**src/rtl/pscr_pkg.sv**
```systemverilog
// package: constants and types of the status/command configuration register
package pscr_pkg;

  // configuration space byte offset of the status/command word
  localparam logic [7:0]  PSCR_OFF_STATCMD   = 8'h04;

  // status half, sticky error bits and fixed fields
  localparam int          PSCR_BIT_DET_PERR  = 31;  // detected_parity_error
  localparam int          PSCR_BIT_SIG_SERR  = 30;  // signaled_system_error
  localparam int          PSCR_BIT_RCV_MABT  = 29;  // received_master_abort
  localparam int          PSCR_BIT_RCV_TABT  = 28;  // received_target_abort
  localparam int          PSCR_BIT_STA       = 27;  // signalled target abort, fixed 0
  localparam int          PSCR_BIT_DEVSEL_LO = 25;  // devsel timing field, low bit
  localparam int          PSCR_BIT_DATA_PERR = 24;  // data_parity_error_seen
  localparam int          PSCR_BIT_FBBC      = 23;  // fast back-to-back capable, fixed 1
  localparam int          PSCR_BIT_UDF       = 22;  // udf supported, fixed 0
  localparam int          PSCR_BIT_66MHZ     = 21;  // 66 mhz capable, fixed 0

  // command half, writable bits and fixed-zero bits
  localparam int          PSCR_BIT_FB2B_EN   = 9;   // fast_b2b_enable
  localparam int          PSCR_BIT_SERR_EN   = 8;   // system_error_driver_enable
  localparam int          PSCR_BIT_WAIT      = 7;   // wait cycle control, fixed 0
  localparam int          PSCR_BIT_PERR_RSP  = 6;   // parity_error_response
  localparam int          PSCR_BIT_VGA       = 5;   // vga palette snoop, fixed 0
  localparam int          PSCR_BIT_MWI       = 4;   // write and invalidate, fixed 0
  localparam int          PSCR_BIT_SPCYC_EN  = 3;   // special_cycle_enable
  localparam int          PSCR_BIT_MST_EN    = 2;   // bus_master_enable
  localparam int          PSCR_BIT_MEM_EN    = 1;   // memory_space_enable
  localparam int          PSCR_BIT_IO_EN     = 0;   // io_space_enable

  // fixed field values
  localparam logic [1:0]  PSCR_DEVSEL_TIMING = 2'h1;          // medium decode
  localparam logic [31:0] PSCR_RESET_VALUE   = 32'h0280_0000;
  localparam logic [31:0] PSCR_FIXED_ONES    = 32'h0280_0000; // bits 25 and 23
  localparam logic [15:0] PSCR_CMD_RESET     = 16'h0000;

  // number of sticky status bits and their slot in the status vector
  localparam int          PSCR_NUM_STICKY    = 5;
  localparam int          PSCR_IDX_DATA_PERR = 0;
  localparam int          PSCR_IDX_RCV_TABT  = 1;
  localparam int          PSCR_IDX_RCV_MABT  = 2;
  localparam int          PSCR_IDX_SIG_SERR  = 3;
  localparam int          PSCR_IDX_DET_PERR  = 4;

  // clocks from address phase to device select for medium decode
  localparam int          PSCR_DEVSEL_CYCLES = 2;

  // configuration access sequencer
  typedef enum logic [2:0] {
    PSCR_IDLE = 3'b001,   // waiting for an address phase
    PSCR_DEC  = 3'b010,   // decode clock, device select not yet driven
    PSCR_CLM  = 3'b100    // device select driven, data phase
  } pscr_state_t;

endpackage : pscr_pkg

```
**src/rtl/pscr_status_command.sv**
```systemverilog
// module: status/command register of the configuration header with its access port
`timescale 1ns/1ns
// Contract
// RULE1: parity error always sets detected parity flag
// RULE2: system error flag needs driver enable plus cause
// RULE3: own master abort sets received master abort
// RULE4: target abort received sets its flag
// RULE5: never signal target abort, bit reads zero
// RULE6: medium decode, timing field reads 01
// RULE7: data parity flag: perr, master, response
// RULE8: fast back-to-back capable reads one
// RULE9: 66 mhz capable reads zero
// RULE10: udf, vga, reserved ranges read zero
// RULE11: no stepping, wait control reads zero
// RULE12: write and invalidate enable reads zero
// RULE13: fast b2b enable allows different agents
// RULE14: serr driven only with driver enable
// RULE15: parity response gates parity actions
// RULE16: special cycle bit writable, no effect
// RULE17: mastering only with bus master enable
// RULE18: host sets bus master before requests
// RULE19: memory response only with memory enable
// RULE20: host sets memory enable before access
// RULE21: io space bit writable, no effect
// RULE22: constant bits hardwired, writes ignored
// RULE23: reached only by configuration cycles
// RULE24: error flags cleared by writing one
module pscr_status_command
  import pscr_pkg::*;
(
  input  wire logic        CLOCK,
  input  wire logic        RSTN,
  // configuration access port
  input  wire logic        CFG_START,
  input  wire logic        CFG_IDSEL,
  input  wire logic        CFG_WRITE,
  input  wire logic [7:0]  CFG_OFFSET,
  input  wire logic [3:0]  CFG_BE_N,
  input  wire logic [31:0] CFG_WDATA,
  output logic             CFG_DEVSEL_N,
  output logic [31:0]      CFG_RDATA,
  // events reported by the bus engine, one-cycle pulses
  input  wire logic        EV_PARITY_ERR,
  input  wire logic        EV_ADDR_PARITY,
  input  wire logic        EV_PERR_AS_MASTER,
  input  wire logic        EV_MASTER_ABORT,
  input  wire logic        EV_TARGET_ABORT,
  // requests from the bus engine, gated by the command bits
  input  wire logic        MST_REQ,
  input  wire logic        MEM_HIT,
  input  wire logic        B2B_DIFF_REQ,
  // gated results and command levels
  output logic             MST_START,
  output logic             MEM_CLAIM,
  output logic             B2B_DIFF_OK,
  output logic             PARITY_ACTION,
  output logic             SERR_O,
  output logic             SERR_OE,
  output logic             BUS_MASTER_EN,
  output logic             MEMORY_SPACE_EN
);

  import pscr_pkg::*;
  // command bits
  logic        fast_b2b_enable_reg;             // fast_b2b_enable
  logic        fast_b2b_enable_next;
  logic        system_error_driver_enable_reg;  // system_error_driver_enable
  logic        system_error_driver_enable_next;
  logic        parity_error_response_reg;       // parity_error_response
  logic        parity_error_response_next;
  logic        special_cycle_enable_reg;        // special_cycle_enable
  logic        special_cycle_enable_next;
  logic        bus_master_enable_reg;           // bus_master_enable
  logic        bus_master_enable_next;
  logic        memory_space_enable_reg;         // memory_space_enable
  logic        memory_space_enable_next;
  logic        io_space_enable_reg;             // io_space_enable
  logic        io_space_enable_next;

  // access sequencer and latched request
  pscr_state_t state_reg;        // sequencer state
  pscr_state_t state_next;
  logic        wr_reg;           // latched write flag
  logic        wr_next;
  logic [7:0]  off_reg;          // latched byte offset
  logic [7:0]  off_next;
  logic [3:0]  be_n_reg;         // latched byte enables, active low
  logic [3:0]  be_n_next;
  logic [31:0] wdata_reg;        // latched write data
  logic [31:0] wdata_next;
  logic        devsel_n_reg;     // device select, active low
  logic        devsel_n_next;
  logic [31:0] rdata_reg;        // read data
  logic [31:0] rdata_next;

  // gated outputs
  logic        mst_start_reg;
  logic        mst_start_next;
  logic        mem_claim_reg;
  logic        mem_claim_next;
  logic        b2b_diff_ok_reg;
  logic        b2b_diff_ok_next;
  logic        parity_action_reg;
  logic        parity_action_next;
  logic        serr_oe_reg;
  logic        serr_oe_next;

  // status flags
  logic [PSCR_NUM_STICKY-1:0] st_set;   // hardware set requests
  logic [PSCR_NUM_STICKY-1:0] st_clr;   // software write-one clears
  logic [PSCR_NUM_STICKY-1:0] st_q;     // flag values
  logic        taken;                    // address phase accepted
  logic        hit_word;                 // data phase hits this word
  logic        do_write;                 // write applies this clock
  logic        sys_err_cause;            // any system error cause
  logic [31:0] reg_value;                // assembled read value

  // an address phase is accepted only with idsel in idle
  assign taken    = CFG_START && CFG_IDSEL && (state_reg == PSCR_IDLE);  // RULE23
  assign hit_word = (off_reg[7:2] == PSCR_OFF_STATCMD[7:2]);
  // writes land on the clock that drives device select low
  assign do_write = (state_reg == PSCR_DEC) && wr_reg && hit_word;

  // system error causes, address parity only counts with response on
  assign sys_err_cause = EV_MASTER_ABORT || EV_TARGET_ABORT ||
                         (EV_ADDR_PARITY && parity_error_response_reg);  // RULE2 RULE15

  // set conditions of the sticky flags
  always_comb begin
    st_set                     = '0;
    st_set[PSCR_IDX_DET_PERR]  = EV_PARITY_ERR;                                   // RULE1
    st_set[PSCR_IDX_SIG_SERR]  = system_error_driver_enable_reg && sys_err_cause; // RULE2
    st_set[PSCR_IDX_RCV_MABT]  = EV_MASTER_ABORT;                                 // RULE3
    st_set[PSCR_IDX_RCV_TABT]  = EV_TARGET_ABORT;                                 // RULE4
    st_set[PSCR_IDX_DATA_PERR] = EV_PERR_AS_MASTER && parity_error_response_reg;  // RULE7
  end

  // write-one clears, only through the top byte lane
  always_comb begin
    st_clr = '0;
    if (do_write && !be_n_reg[3]) begin
      st_clr[PSCR_IDX_DET_PERR]  = wdata_reg[PSCR_BIT_DET_PERR];   // RULE24
      st_clr[PSCR_IDX_SIG_SERR]  = wdata_reg[PSCR_BIT_SIG_SERR];   // RULE24
      st_clr[PSCR_IDX_RCV_MABT]  = wdata_reg[PSCR_BIT_RCV_MABT];   // RULE24
      st_clr[PSCR_IDX_RCV_TABT]  = wdata_reg[PSCR_BIT_RCV_TABT];   // RULE24
      st_clr[PSCR_IDX_DATA_PERR] = wdata_reg[PSCR_BIT_DATA_PERR];  // RULE24
    end
  end

  // one sticky flag per error status bit
  genvar gi;
  generate
    for (gi = 0; gi < PSCR_NUM_STICKY; gi++) begin : g_sticky
      pscr_sticky_bit u_bit (
        .CLOCK  (CLOCK),
        .RSTN   (RSTN),
        .SET_IN (st_set[gi]),
        .CLR_IN (st_clr[gi]),
        .Q      (st_q[gi])
      );
    end
  endgenerate

  // read value: fixed pattern with live flags and command bits
  always_comb begin
    reg_value                      = PSCR_FIXED_ONES;  // RULE6 RULE8 RULE22
    reg_value[PSCR_BIT_STA]        = 1'b0;             // RULE5
    reg_value[PSCR_BIT_66MHZ]      = 1'b0;             // RULE9
    reg_value[PSCR_BIT_UDF]        = 1'b0;             // RULE10
    reg_value[PSCR_BIT_WAIT]       = 1'b0;             // RULE11
    reg_value[PSCR_BIT_MWI]        = 1'b0;             // RULE12
    reg_value[PSCR_BIT_VGA]        = 1'b0;             // RULE10
    reg_value[PSCR_BIT_DEVSEL_LO +: 2] = PSCR_DEVSEL_TIMING;  // RULE6
    reg_value[PSCR_BIT_DET_PERR]   = st_q[PSCR_IDX_DET_PERR];
    reg_value[PSCR_BIT_SIG_SERR]   = st_q[PSCR_IDX_SIG_SERR];
    reg_value[PSCR_BIT_RCV_MABT]   = st_q[PSCR_IDX_RCV_MABT];
    reg_value[PSCR_BIT_RCV_TABT]   = st_q[PSCR_IDX_RCV_TABT];
    reg_value[PSCR_BIT_DATA_PERR]  = st_q[PSCR_IDX_DATA_PERR];
    reg_value[PSCR_BIT_FB2B_EN]    = fast_b2b_enable_reg;
    reg_value[PSCR_BIT_SERR_EN]    = system_error_driver_enable_reg;
    reg_value[PSCR_BIT_PERR_RSP]   = parity_error_response_reg;
    reg_value[PSCR_BIT_SPCYC_EN]   = special_cycle_enable_reg;
    reg_value[PSCR_BIT_MST_EN]     = bus_master_enable_reg;
    reg_value[PSCR_BIT_MEM_EN]     = memory_space_enable_reg;
    reg_value[PSCR_BIT_IO_EN]      = io_space_enable_reg;
  end

  // next command bits, only writable positions follow the byte lanes
  always_comb begin
    fast_b2b_enable_next            = fast_b2b_enable_reg;
    system_error_driver_enable_next = system_error_driver_enable_reg;
    parity_error_response_next      = parity_error_response_reg;
    special_cycle_enable_next       = special_cycle_enable_reg;
    bus_master_enable_next          = bus_master_enable_reg;
    memory_space_enable_next        = memory_space_enable_reg;
    io_space_enable_next            = io_space_enable_reg;
    if (do_write && !be_n_reg[1]) begin
      fast_b2b_enable_next            = wdata_reg[PSCR_BIT_FB2B_EN];
      system_error_driver_enable_next = wdata_reg[PSCR_BIT_SERR_EN];
    end
    if (do_write && !be_n_reg[0]) begin
      parity_error_response_next = wdata_reg[PSCR_BIT_PERR_RSP];
      special_cycle_enable_next  = wdata_reg[PSCR_BIT_SPCYC_EN];  // RULE16
      bus_master_enable_next     = wdata_reg[PSCR_BIT_MST_EN];
      memory_space_enable_next   = wdata_reg[PSCR_BIT_MEM_EN];
      io_space_enable_next       = wdata_reg[PSCR_BIT_IO_EN];     // RULE21
    end
  end

  // command bit registers
  always_ff @(posedge CLOCK or negedge RSTN) begin
    if (!RSTN) begin
      fast_b2b_enable_reg            <= PSCR_CMD_RESET[PSCR_BIT_FB2B_EN];
      system_error_driver_enable_reg <= PSCR_CMD_RESET[PSCR_BIT_SERR_EN];
      parity_error_response_reg      <= PSCR_CMD_RESET[PSCR_BIT_PERR_RSP];
      special_cycle_enable_reg       <= PSCR_CMD_RESET[PSCR_BIT_SPCYC_EN];
      bus_master_enable_reg          <= PSCR_CMD_RESET[PSCR_BIT_MST_EN];
      memory_space_enable_reg        <= PSCR_CMD_RESET[PSCR_BIT_MEM_EN];
      io_space_enable_reg            <= PSCR_CMD_RESET[PSCR_BIT_IO_EN];
    end else begin
      fast_b2b_enable_reg            <= fast_b2b_enable_next;
      system_error_driver_enable_reg <= system_error_driver_enable_next;
      parity_error_response_reg      <= parity_error_response_next;
      special_cycle_enable_reg       <= special_cycle_enable_next;
      bus_master_enable_reg          <= bus_master_enable_next;
      memory_space_enable_reg        <= memory_space_enable_next;
      io_space_enable_reg            <= io_space_enable_next;
    end
  end

  // sequencer: medium decode drives device select on the second clock
  always_comb begin
    state_next    = state_reg;
    wr_next       = wr_reg;
    off_next      = off_reg;
    be_n_next     = be_n_reg;
    wdata_next    = wdata_reg;
    devsel_n_next = 1'b1;
    rdata_next    = rdata_reg;
    case (state_reg)
      PSCR_IDLE: begin
        // latch the request on the address phase
        if (taken) begin
          wr_next    = CFG_WRITE;
          off_next   = CFG_OFFSET;
          be_n_next  = CFG_BE_N;
          wdata_next = CFG_WDATA;
          state_next = PSCR_DEC;
        end
      end
      PSCR_DEC: begin
        // claim every offset of the space, other words read zero
        devsel_n_next = 1'b0;  // RULE6 RULE23
        rdata_next    = (hit_word && !wr_reg) ? reg_value : '0;
        state_next    = PSCR_CLM;
      end
      PSCR_CLM: begin
        // data phase done, back to idle
        state_next = PSCR_IDLE;
      end
      default: begin
        state_next = PSCR_IDLE;
      end
    endcase
  end

  // sequencer registers
  always_ff @(posedge CLOCK or negedge RSTN) begin
    if (!RSTN) begin
      state_reg    <= PSCR_IDLE;
      wr_reg       <= 1'b0;
      off_reg      <= 8'h00;
      be_n_reg     <= 4'hf;
      wdata_reg    <= 32'h0000_0000;
      devsel_n_reg <= 1'b1;
      rdata_reg    <= 32'h0000_0000;
    end else begin
      state_reg    <= state_next;
      wr_reg       <= wr_next;
      off_reg      <= off_next;
      be_n_reg     <= be_n_next;
      wdata_reg    <= wdata_next;
      devsel_n_reg <= devsel_n_next;
      rdata_reg    <= rdata_next;
    end
  end

  // gated requests and driver enables for the bus engine
  always_comb begin
    mst_start_next     = MST_REQ && bus_master_enable_reg;                    // RULE17
    mem_claim_next     = MEM_HIT && memory_space_enable_reg;                  // RULE19
    b2b_diff_ok_next   = B2B_DIFF_REQ && fast_b2b_enable_reg;                 // RULE13
    parity_action_next = EV_PARITY_ERR && parity_error_response_reg;          // RULE15
    serr_oe_next       = system_error_driver_enable_reg && sys_err_cause;     // RULE14
  end

  // gated output registers
  always_ff @(posedge CLOCK or negedge RSTN) begin
    if (!RSTN) begin
      mst_start_reg     <= 1'b0;
      mem_claim_reg     <= 1'b0;
      b2b_diff_ok_reg   <= 1'b0;
      parity_action_reg <= 1'b0;
      serr_oe_reg       <= 1'b0;
    end else begin
      mst_start_reg     <= mst_start_next;
      mem_claim_reg     <= mem_claim_next;
      b2b_diff_ok_reg   <= b2b_diff_ok_next;
      parity_action_reg <= parity_action_next;
      serr_oe_reg       <= serr_oe_next;
    end
  end

  // port drive, all from flip-flops except the constant SERR_O
  assign CFG_DEVSEL_N    = devsel_n_reg;
  assign CFG_RDATA       = rdata_reg;
  assign MST_START       = mst_start_reg;
  assign MEM_CLAIM       = mem_claim_reg;
  assign B2B_DIFF_OK     = b2b_diff_ok_reg;
  assign PARITY_ACTION   = parity_action_reg;
  assign SERR_O          = 1'b0;  // open drain, only pulls low
  assign SERR_OE         = serr_oe_reg;
  assign BUS_MASTER_EN   = bus_master_enable_reg;
  assign MEMORY_SPACE_EN = memory_space_enable_reg;
endmodule : pscr_status_command

```
**src/rtl/pscr_sticky_bit.sv**
```systemverilog
// module: one sticky status flag, hardware sets it, a written one clears it
`timescale 1ns/1ns
module pscr_sticky_bit (
  input  wire logic CLOCK,
  input  wire logic RSTN,
  input  wire logic SET_IN,
  input  wire logic CLR_IN,
  output logic      Q
);

  logic q_reg;   // flag state
  logic q_next;  // flag next value

  // a set in the clearing cycle wins so no event is lost
  always_comb begin
    q_next = q_reg;
    if (CLR_IN) begin
      q_next = 1'b0;
    end
    if (SET_IN) begin
      q_next = 1'b1;
    end
  end

  // flag register
  always_ff @(posedge CLOCK or negedge RSTN) begin
    if (!RSTN) begin
      q_reg <= 1'b0;
    end else begin
      q_reg <= q_next;
    end
  end

  assign Q = q_reg;

endmodule : pscr_sticky_bit

```
**config.mk**
```make
export PLATFORM = sky130hd
export DESIGN_NAME = pscr_status_command
export DESIGN_NICKNAME = d
export VERILOG_FILES = /design/src/rtl/pscr_pkg.sv /design/src/rtl/pscr_status_command.sv /design/src/rtl/pscr_sticky_bit.sv
export SDC_FILE = /design/constraint.sdc
export NUM_CORES = 1
export LEC_CHECK = 0
export BUFFER_PORTS_ARGS = -buffer_cell sky130_fd_sc_hd__buf_2
export CORE_ASPECT_RATIO = 2
export CORE_MARGIN = 2
export CORE_UTILIZATION = 45
export DETAILED_ROUTE_END_ITERATION = 12
export MAX_ROUTING_LAYER = met4
export PLACE_DENSITY = 0.76
export SLEW_MARGIN = 20
export SYNTH_ARGS = -nofsm -noshare
export SYNTH_HDL_FRONTEND = slang
export SYNTH_SLANG_ARGS = --single-unit
```
**constraint.sdc**
```tcl
create_clock -name CLOCK -period 2.3 [get_ports CLOCK]
set_input_delay 0.23 -clock CLOCK [delete_from_list [all_inputs] [get_ports CLOCK]]
set_output_delay 0.23 -clock CLOCK [all_outputs]
set_load 0.02 [all_outputs]
```
# [Word-level counts from Yosys, hierarchy flattened]
# Index checks and enable logic that the tools add are counted.
[totals] register_bits=98 in_bits=57 output_inout_bits=41 word_cells=70
[classes] n_eq_ne=4 muxes=15 reduce_logical=27
[op_table] cell="32-bit 2-to-1 mux" count=1
[op_table] cell="1-bit logical AND" count=15
[op_table] cell="1-bit 2-to-1 mux" count=11
[op_table] cell="2-bit nonzero test" count=5
[op_table] cell="6-bit by 1-bit equality test with 1-bit output, second input constant" count=1
[op_table] cell="3-bit one-hot mux with 2 select lines" count=1
[op_table] cell="5-bit 2-to-1 mux" count=1
[op_table] cell="1-bit logical NOT" count=4
[op_table] cell="3-bit by 1-bit equality test with 1-bit output, second input constant" count=1
[op_table] cell="3-bit by 2-bit equality test with 1-bit output, second input constant" count=1
[op_table] cell="3-bit 2-to-1 mux" count=1
[op_table] cell="1-bit logical OR" count=2
[op_table] cell="2-bit inequality test, second input constant" count=1
[op_table] cell="2-bit AND reduction" count=1

# [Logic depth before layout (Yosys ltp)]
# Gate-level depths: netlist of the first run.
[depth] word_depth=7 depth_mapped=5 ltp_nobuf=4

# [Modules after synthesis]
# A second synthesis of the first run with hierarchy kept.
[unflattened] hier_cells=185 area_unflattened_um2=2331.0
[by_module_without_submodules] mod="pscr_status_command" instances=1 cells_each=170 area_each_um2=2149.6 seq_area_each_um2=1282.5
[by_module_without_submodules] mod="pscr_sticky_bit" instances=5 cells_each=3 area_each_um2=36.3 seq_area_each_um2=25.0

# [Least setup slack after synthesis of the first run]
# Ideal clock, no wire load.
[synth_path] path_type="register -> register" startpoint="register off_reg[5]" endpoint="register bus_master_enable_reg (netlist: BUS_MASTER_EN)" setup_time_ns=0.125 t_arrival_ns=1.623 t_required_ns=2.175 setup_slack_ns=0.552 stages_incl_launch_ff=4 path_buffers=0 period_less_slack_ns=1.748 path_cell_list="dfrtp_1 -> or4_4 -> nor4_4 -> mux2_2"
[synth_between] elab_chain_len=3
[synth_rtl] element="start, declared" line_no="pscr_status_command.sv:85" text="logic [7:0] off_reg;"
[synth_rtl] element="start signal, assigned" line_no="pscr_status_command.sv:280" text="off_reg <= off_next;"
[synth_rtl] element="6-bit by 1-bit equality test with 1-bit output" line_no="pscr_status_command.sv:120" text="assign hit_word = (off_reg[7:2] == PSCR_OFF_STATCMD[7:2]);"
[synth_rtl] element="1-bit logical AND" line_no="pscr_status_command.sv:122" text="assign do_write = (state_reg == PSCR_DEC) && wr_reg && hit_word;"
[synth_rtl] element="1-bit logical AND" line_no="pscr_status_command.sv:201" text="if (do_write && !be_n_reg[0]) begin"
[synth_rtl] element="end signal, assigned" line_no="pscr_status_command.sv:217" text="bus_master_enable_reg <= PSCR_CMD_RESET[PSCR_BIT_MST_EN];"
[synth_rtl] element="end signal, assigned" line_no="pscr_status_command.sv:225" text="bus_master_enable_reg <= bus_master_enable_next;"
[synth_rtl] element="end, declared" line_no="pscr_status_command.sv:73" text="logic bus_master_enable_reg;"
# No other way between the ends.
# A chain may end at the register's enable or synchronous reset.

# [Worst setup path in the final report of the first run]
[layout_path] startpoint="register state_reg[2]" endpoint="register parity_error_response_reg"
[layout_between] elab_chain_len=4
[layout_rtl] element="start, declared" line_no="pscr_status_command.sv:81" text="pscr_state_t state_reg;"
[layout_rtl] element="start signal, assigned" line_no="pscr_status_command.sv:278" text="state_reg <= state_next;"
[layout_rtl] element="3-bit by 2-bit equality test with 1-bit output" line_no="pscr_status_command.sv:122"
[layout_rtl] element="1-bit logical AND (2 in a row)" line_no="pscr_status_command.sv:122"
[layout_rtl] element="1-bit logical AND" line_no="pscr_status_command.sv:201"
[layout_rtl] element="end signal, assigned" line_no="pscr_status_command.sv:215" text="parity_error_response_reg <= PSCR_CMD_RESET[PSCR_BIT_PERR_RSP];"
[layout_rtl] element="end signal, assigned" line_no="pscr_status_command.sv:223" text="parity_error_response_reg <= parity_error_response_next;"
[layout_rtl] element="end, declared" line_no="pscr_status_command.sv:69" text="logic parity_error_response_reg;"
# No other way between the ends.

==> metrics, run 1 <==
status finished, final reports clean; final slew viol count 0; Layout Cells excl Fill 300; crit-path max FO 5; number of global-route vias before repair around 1400; Synth async-reset ratio between 90% and 100%; CTS Buf Count 5; first-pass GRT wire length approximately 6200 um; reg2reg path depth 3; Synth Warn # 0; All-Layer GR Usage 15.3%; clock share of power a little under a third; Final setup viols 0; RR Endpoint parity_error_response_reg; fin nets 298; leak pwr 1.33 nW; Overflow after GRT 0; Hold Crit Class input port to async pin; CTS tree yes; RD Place Congestion around 0.77; CP Capture Type flop; drt drc 0; Fill cells approximately 450; post-CTS sizing 0; CP Launch Type flop; Period Utilization, post-route between 80% and 90%; total number of vias roughly 1400; Int Power around 1.6 mW; Worst Path Required 2490 ps; Max VDD drop between 0.5 and 0.6 mV; drt pass-1 iters 4; Largest register FFs 13; Total Routed Length approximately 3900 um; Setup Buffers After CTS 0; sw power a little under 500 uW; Switching Share between 20% and 30%; Cell Area, Placed 2590 um2; diode count 0; Synth Area per Inst about 13 um2; prevailing post-synth register cell dfrtp_1; RSZ-0062 raised after global routing false; Worst slew margin between 50% and 60%; Starting Density 45.9%; DP Worst Slack approximately 410 ps; maximum clock rate ~530 MHz; I/O Pins 98; routed wire length per instance approximately 13 um; Detailed Route Iter0 Violations 15; #FFs+latches synth 56; Final Power ~2.1 mW; worst reg2reg setup slack around 420 ps; Clock Sinks between 50 and 60; Synth-to-Final Area Change 17.1%; Die H 105 um; Antenna Nets Post-Route 0; post-route minimum period about 1900 ps; worst setup margin ~420 ps; power share of the sequential group between 50% and 60%; CTS Root Cell clkbuf_8; full die area between 5000 and 6000 um2; clk_lat worst skew a little over 300 ps; Port Buffers 55; Max Clock Skew about 16 ps; worst path arrival time 2070 ps; core area 5050 um2; max-cap violations 0; # rows 37; CTS HTree Levels 2; Clock Pin Slew Worst Setup and Hold Paths about 100 ps; Comb power frac between 10% and 20%; Final Hold Vio Count 0; synthesized area approximately 2300 um2; largest net degree at the start of global routing 57; Slew @ Worst Pin around 690 ps; cell area after layout between 2000 and 3000 um2; Reg area ~1400 um2; Post-synth EDFFs 0; sequential fraction of the synthesis area 60.8%; worst setup path start state_reg[2]; HPWL after DPL around 2900 um; antenna violations before repair 0; area occupied by multi-input gates about 770 um2; Power Dens Cells roughly 770 nW/um2; fraction of layout cells with a size suffix above 1 between 40 and 50%; DIE WIDTH 54.7 um; Crit Path Class flop to flop; Syn Inst Count 183; Yosys cell types 28; origin of the critical flop-to-flop path state_reg[2]; TNS Setup 0 ps; Worst setup endpoint parity_error_response_reg; clk buf depth 2; drt via density around 4.8; DP Cell Count 292; hold-fix buffers at CTS 0
-- metal layers --
| layer | routed length [um] | share of wire [%] | GRT usage (%) |
|---|---|---|---|
| met1 | 1630 | 41 | 19.2 |
| met2 | 1950 | 50 | 23.4 |
| met5 | 0 | 0 | - |
| met3 | 274 | 7.0 | 3.12 |
| met4 | 70 | 1.8 | 6.43 |
-- cell families after synthesis --
kind of cell / count (synthesis) / share of synthesized area, %
AOI/OAI and AO/OA: 21 / 5.19
buffers and inverters: 32 / 8.86
DFF: 56 / 60.8
muxes: 29 / 14.1
other: 1 / 0.162
and+or+nand+nor: 44 / 10.9
-- placed cells by master (no fill, tap or decap), drive strengths merged --
master    n
a31oi     4
o31ai     1
conb     19
or4bb     1
inv       5
and2      4
nor4      3
or4       1
or3       1
and4      1
nand2b    2
mux2     29
clkinv    2
nor2      5
a21oi     1
bufinv    1
a2bb2oi   1
buf      59
nand2    25
nor3b     1
dfrtp    51
a211o     1
o21ai    13
clkbuf    6
dfstp     5
-- cells in the mapped netlist, types with 2 or more instances --
cell type	number	area [um2]
o21ai_0	3	15.0
o21ai_1	10	50.1
clkbuf_1	3	11.3
dfrtp_1	51	1280
nor4_2	2	25.0
buf_4	20	150
and2_1	4	25.0
nand2b_1	2	12.5
inv_1	5	18.8
mux2_2	29	327
nand2_1	25	93.8
nor2_1	5	18.8
buf_2	2	10.0
dfstp_2	5	131
a31oi_1	4	25.0
-- worst max-delay path: stages, from the launching register on --
cell     delay [ps]
dfrtp_1         420
or4bb_1         600
nor4_4          360
mux2_2          380
-- metrics by stage --
stage	hold WS [ps]	utilization [%]
2_1_floorplan	-65.6	-
4_1_cts	57.2	53.7
6_report	26.4	53.7
3_5_place_dp	395	51.3
3_3_place_gp	385	51.3
5_1_grt	91.1	53.7
-- final cells by class --
| class | instances | area share [%] |
|---|---|---|
| multi-input combinational | 113 | 28.4 |
| inverter | 6 | 0.831 |
| clock inverter | 2 | 1.43 |
| timing repair buffer | 59 | 11.7 |
| sequential | 56 | 51.9 |
| clock buffer | 6 | 3.05 |
| tap | 58 | 2.68 |
-- how the worst min path moves through the flow --
stage,end,slack (ps)
after floorplan,B2B_DIFF_OK,-70
after global placement,MST_START,380
after detailed placement,MST_START,390
after CTS,special_cycle_enable_reg,60
after global routing,MST_START,90
final,CFG_RDATA[31],30
-- power by group through the flow --
stage / combinational, mW / clock (mW) / sequential [mW]
floorplan: 0.206 / 0 / 1.18
global placement: 0.254 / 0 / 1.18
detailed placement: 0.266 / 0 / 1.19
CTS: 0.268 / 0.678 / 1.17
global route: 0.293 / 0.713 / 1.19
finish: 0.262 / 0.660 / 1.17
Power figures use the tool's default switching activity.
==> run 2: changes to the inputs <==
--- a/config.mk
+++ b/config.mk
@@ -8,7 +8,7 @@
 export BUFFER_PORTS_ARGS = -buffer_cell sky130_fd_sc_hd__buf_2
 export CORE_ASPECT_RATIO = 2
 export CORE_MARGIN = 2
-export CORE_UTILIZATION = 45
+export CORE_UTILIZATION = 43
 export DETAILED_ROUTE_END_ITERATION = 12
 export MAX_ROUTING_LAYER = met4
 export PLACE_DENSITY = 0.76
==> constraint.sdc (replaced) <==
create_clock -name CLOCK -period 1.6 [get_ports CLOCK]
set_input_delay 0.16 -clock CLOCK [delete_from_list [all_inputs] [get_ports CLOCK]]
set_output_delay 0.16 -clock CLOCK [all_outputs]
set_load 0.02 [all_outputs]
==> metrics, run 2 (synthesis gave the netlist of run 1 again) <==
WL met2 2310 um (+19%); crit-path max FO 5 (unchanged); largest net degree at the start of global routing 57 (unchanged); wl on met1 1480 um (-9.2%); DP Worst Slack -222 ps (-634 ps); RR Endpoint special_cycle_enable_reg; antenna violations before repair 0 (unchanged); RD Place Congestion 0.774 (+0.14%); # rows 37 (unchanged); status finished with violations; slowest stage cell, crit path or4_4; Worst Hold Depth 2; number of global-route vias before repair 1445 (+4.0%); DP Cell Count 299 (+2.4%); clk buf depth 2 (unchanged); Clock Sinks 56 (unchanged); core area 5180 um2 (+2.8%); max incr delay on CP 580 ps (-20 ps); worst path arrival time 1990 ps (-80 ps); RSZ-0062 raised after global routing true; HPWL after DPL 3030 um (+4.0%); origin of the critical flop-to-flop path off_reg[6]; failing checks negative setup slack; Worst Path Required 1780 ps (-710 ps); drt via density 4.93 (+3.0%); Final setup viols 25 (+25); total number of vias 1527 (+6.4%); Synth-to-Final Area Change 23.2%; worst reg2reg setup slack -200 ps (-620 ps); fraction of layout cells with a size suffix above 1 50.0% (+5.8 points); maximum clock rate 554 MHz (+4.2%); fin nets 308 (+3.4%); All-Layer GR Usage 14.8% (-0.50 points); most frequent cells in the layout buf_2 (55), dfrtp_1 (51), nand2_1 (25); worst path buffer plus inverter count 1 (+1); post-route minimum period 1800 ps (-76.0 ps); CTS Buf Count 5 (unchanged); drt drc 0 (unchanged); CP Launch Type flop; Crit Path Class flop to flop; Final Hold Vio Count 0 (unchanged); first-pass GRT wire length 6650 um (+6.6%); full die area 6020 um2 (+4.4%); CTS HTree Levels 2 (unchanged); reg2reg path depth 4 (+1); leak pwr 1.40 nW (+5.1%); Overflow after GRT 0 (unchanged); crit-path cells or4_4, nor4_4, buf_6, mux2_4; CTS tree yes; hold_sp B2B_DIFF_REQ; max-cap violations 0 (unchanged); worst setup margin -204 ps (-624 ps); Max Clock Skew 8.05 ps (-7.55 ps); CP Capture Type flop; I/O Pins 98 (unchanged); met3 wire len 240 um (-12%); routed wire length per instance 13.5 um (+2.9%); Antenna Nets Post-Route 0 (unchanged); final slew viol count 0 (unchanged); Largest register FFs 13 (unchanged); Cell Area, Placed 2660 um2 (+2.5%); Die H 108 um (+2.2%); Top delay family on crit path simple AND/OR/NAND/NOR gates; highest routed metal layer met4; Starting Density 44.6% (-1.2 points); diode count 0 (unchanged); Port Buffers 55 (unchanged); Detailed Route Iter0 Violations 15 (unchanged); Worst Hold Endpoint B2B_DIFF_OK; Levels on crit path 4 (+1); commonest non-fill, non-tap cell in the layout buf_2; cell area after layout 2850 um2 (+5.2%); Period Utilization, post-route 113% (+31 points); Clock Pin Slew Worst Setup and Hold Paths 90 ps (about the same); Max VDD drop 0.905 mV (+56%); clk_lat worst skew 300 ps (about the same); Total Routed Length 4170 um (+6.3%); TNS Setup -3080 ps (-3080 ps); WHS 64.0 ps (+37.7 ps); drt pass-1 iters 3 (-1); CTS Root Cell clkbuf_8; DIE WIDTH 55.9 um (+2.1%); Fill cells 468 (+3.1%); Hold Crit Class input port to flop; Power Dens Cells 994 nW/um2 (+29%); Layout Cells excl Fill 310 (+3.3%)
## run 2: worst max path at each step
stage	startpoint	endpoint	slack, ps
after floorplan	off_reg[5]	BUS_MASTER_EN	-150
after global placement	off_reg[5]	CFG_RDATA[24]	-200
after detailed placement	off_reg[5]	CFG_RDATA[24]	-220
after CTS	off_reg[5]	system_error_driver_enable_reg	-220
after global routing	off_reg[6]	special_cycle_enable_reg	-270
final	off_reg[6]	special_cycle_enable_reg	-200
## run 2: metal layers
layer	vias up	global-route usage [%]
li1	717	-
met1	744	15.0
met2	57	26.4
met3	9	3.00
met4	0	7.99
met5	-	-
## run 2: area by class of cell
| class | count | area, um2 | area share (%) |
|---|---|---|---|
| sequential | 56 | 1410 | 49.4 |
| multi-input combinational | 114 | 860 | 30.1 |
| timing repair buffer | 68 | 408 | 14.3 |
| clock buffer | 7 | 76.3 | 2.68 |
| tap | 58 | 72.6 | 2.54 |
| inverter | 6 | 22.5 | 0.790 |
| clock inverter | 1 | 5.00 | 0.176 |
## run 2: report_power, final
group	leakage [nW]	internal, mW	switching (mW)
clock	0.0422	0.308	0.406
sequential	0.701	1.59	0.0913
combinational	0.655	0.227	0.213
## run 2: repair_timing
action | CTS | global route
gates resized for setup | 13 | 12
hold endpoints to repair | 51 | 0
hold buffers | 1 | 0
gates cloned | 1 | 0
setup endpoints to repair | 25 | 26
setup buffers | 0 | 1
pin swaps | 5 | 4
## run 2: through the flow
step | util, % | power, mW
final | 55.0 | 2.84
after global routing | 55.0 | 2.98
after CTS | 53.9 | 2.86
after detailed placement | 51.2 | 2.12
after global placement | 51.2 | 2.10
after floorplan | - | 1.99
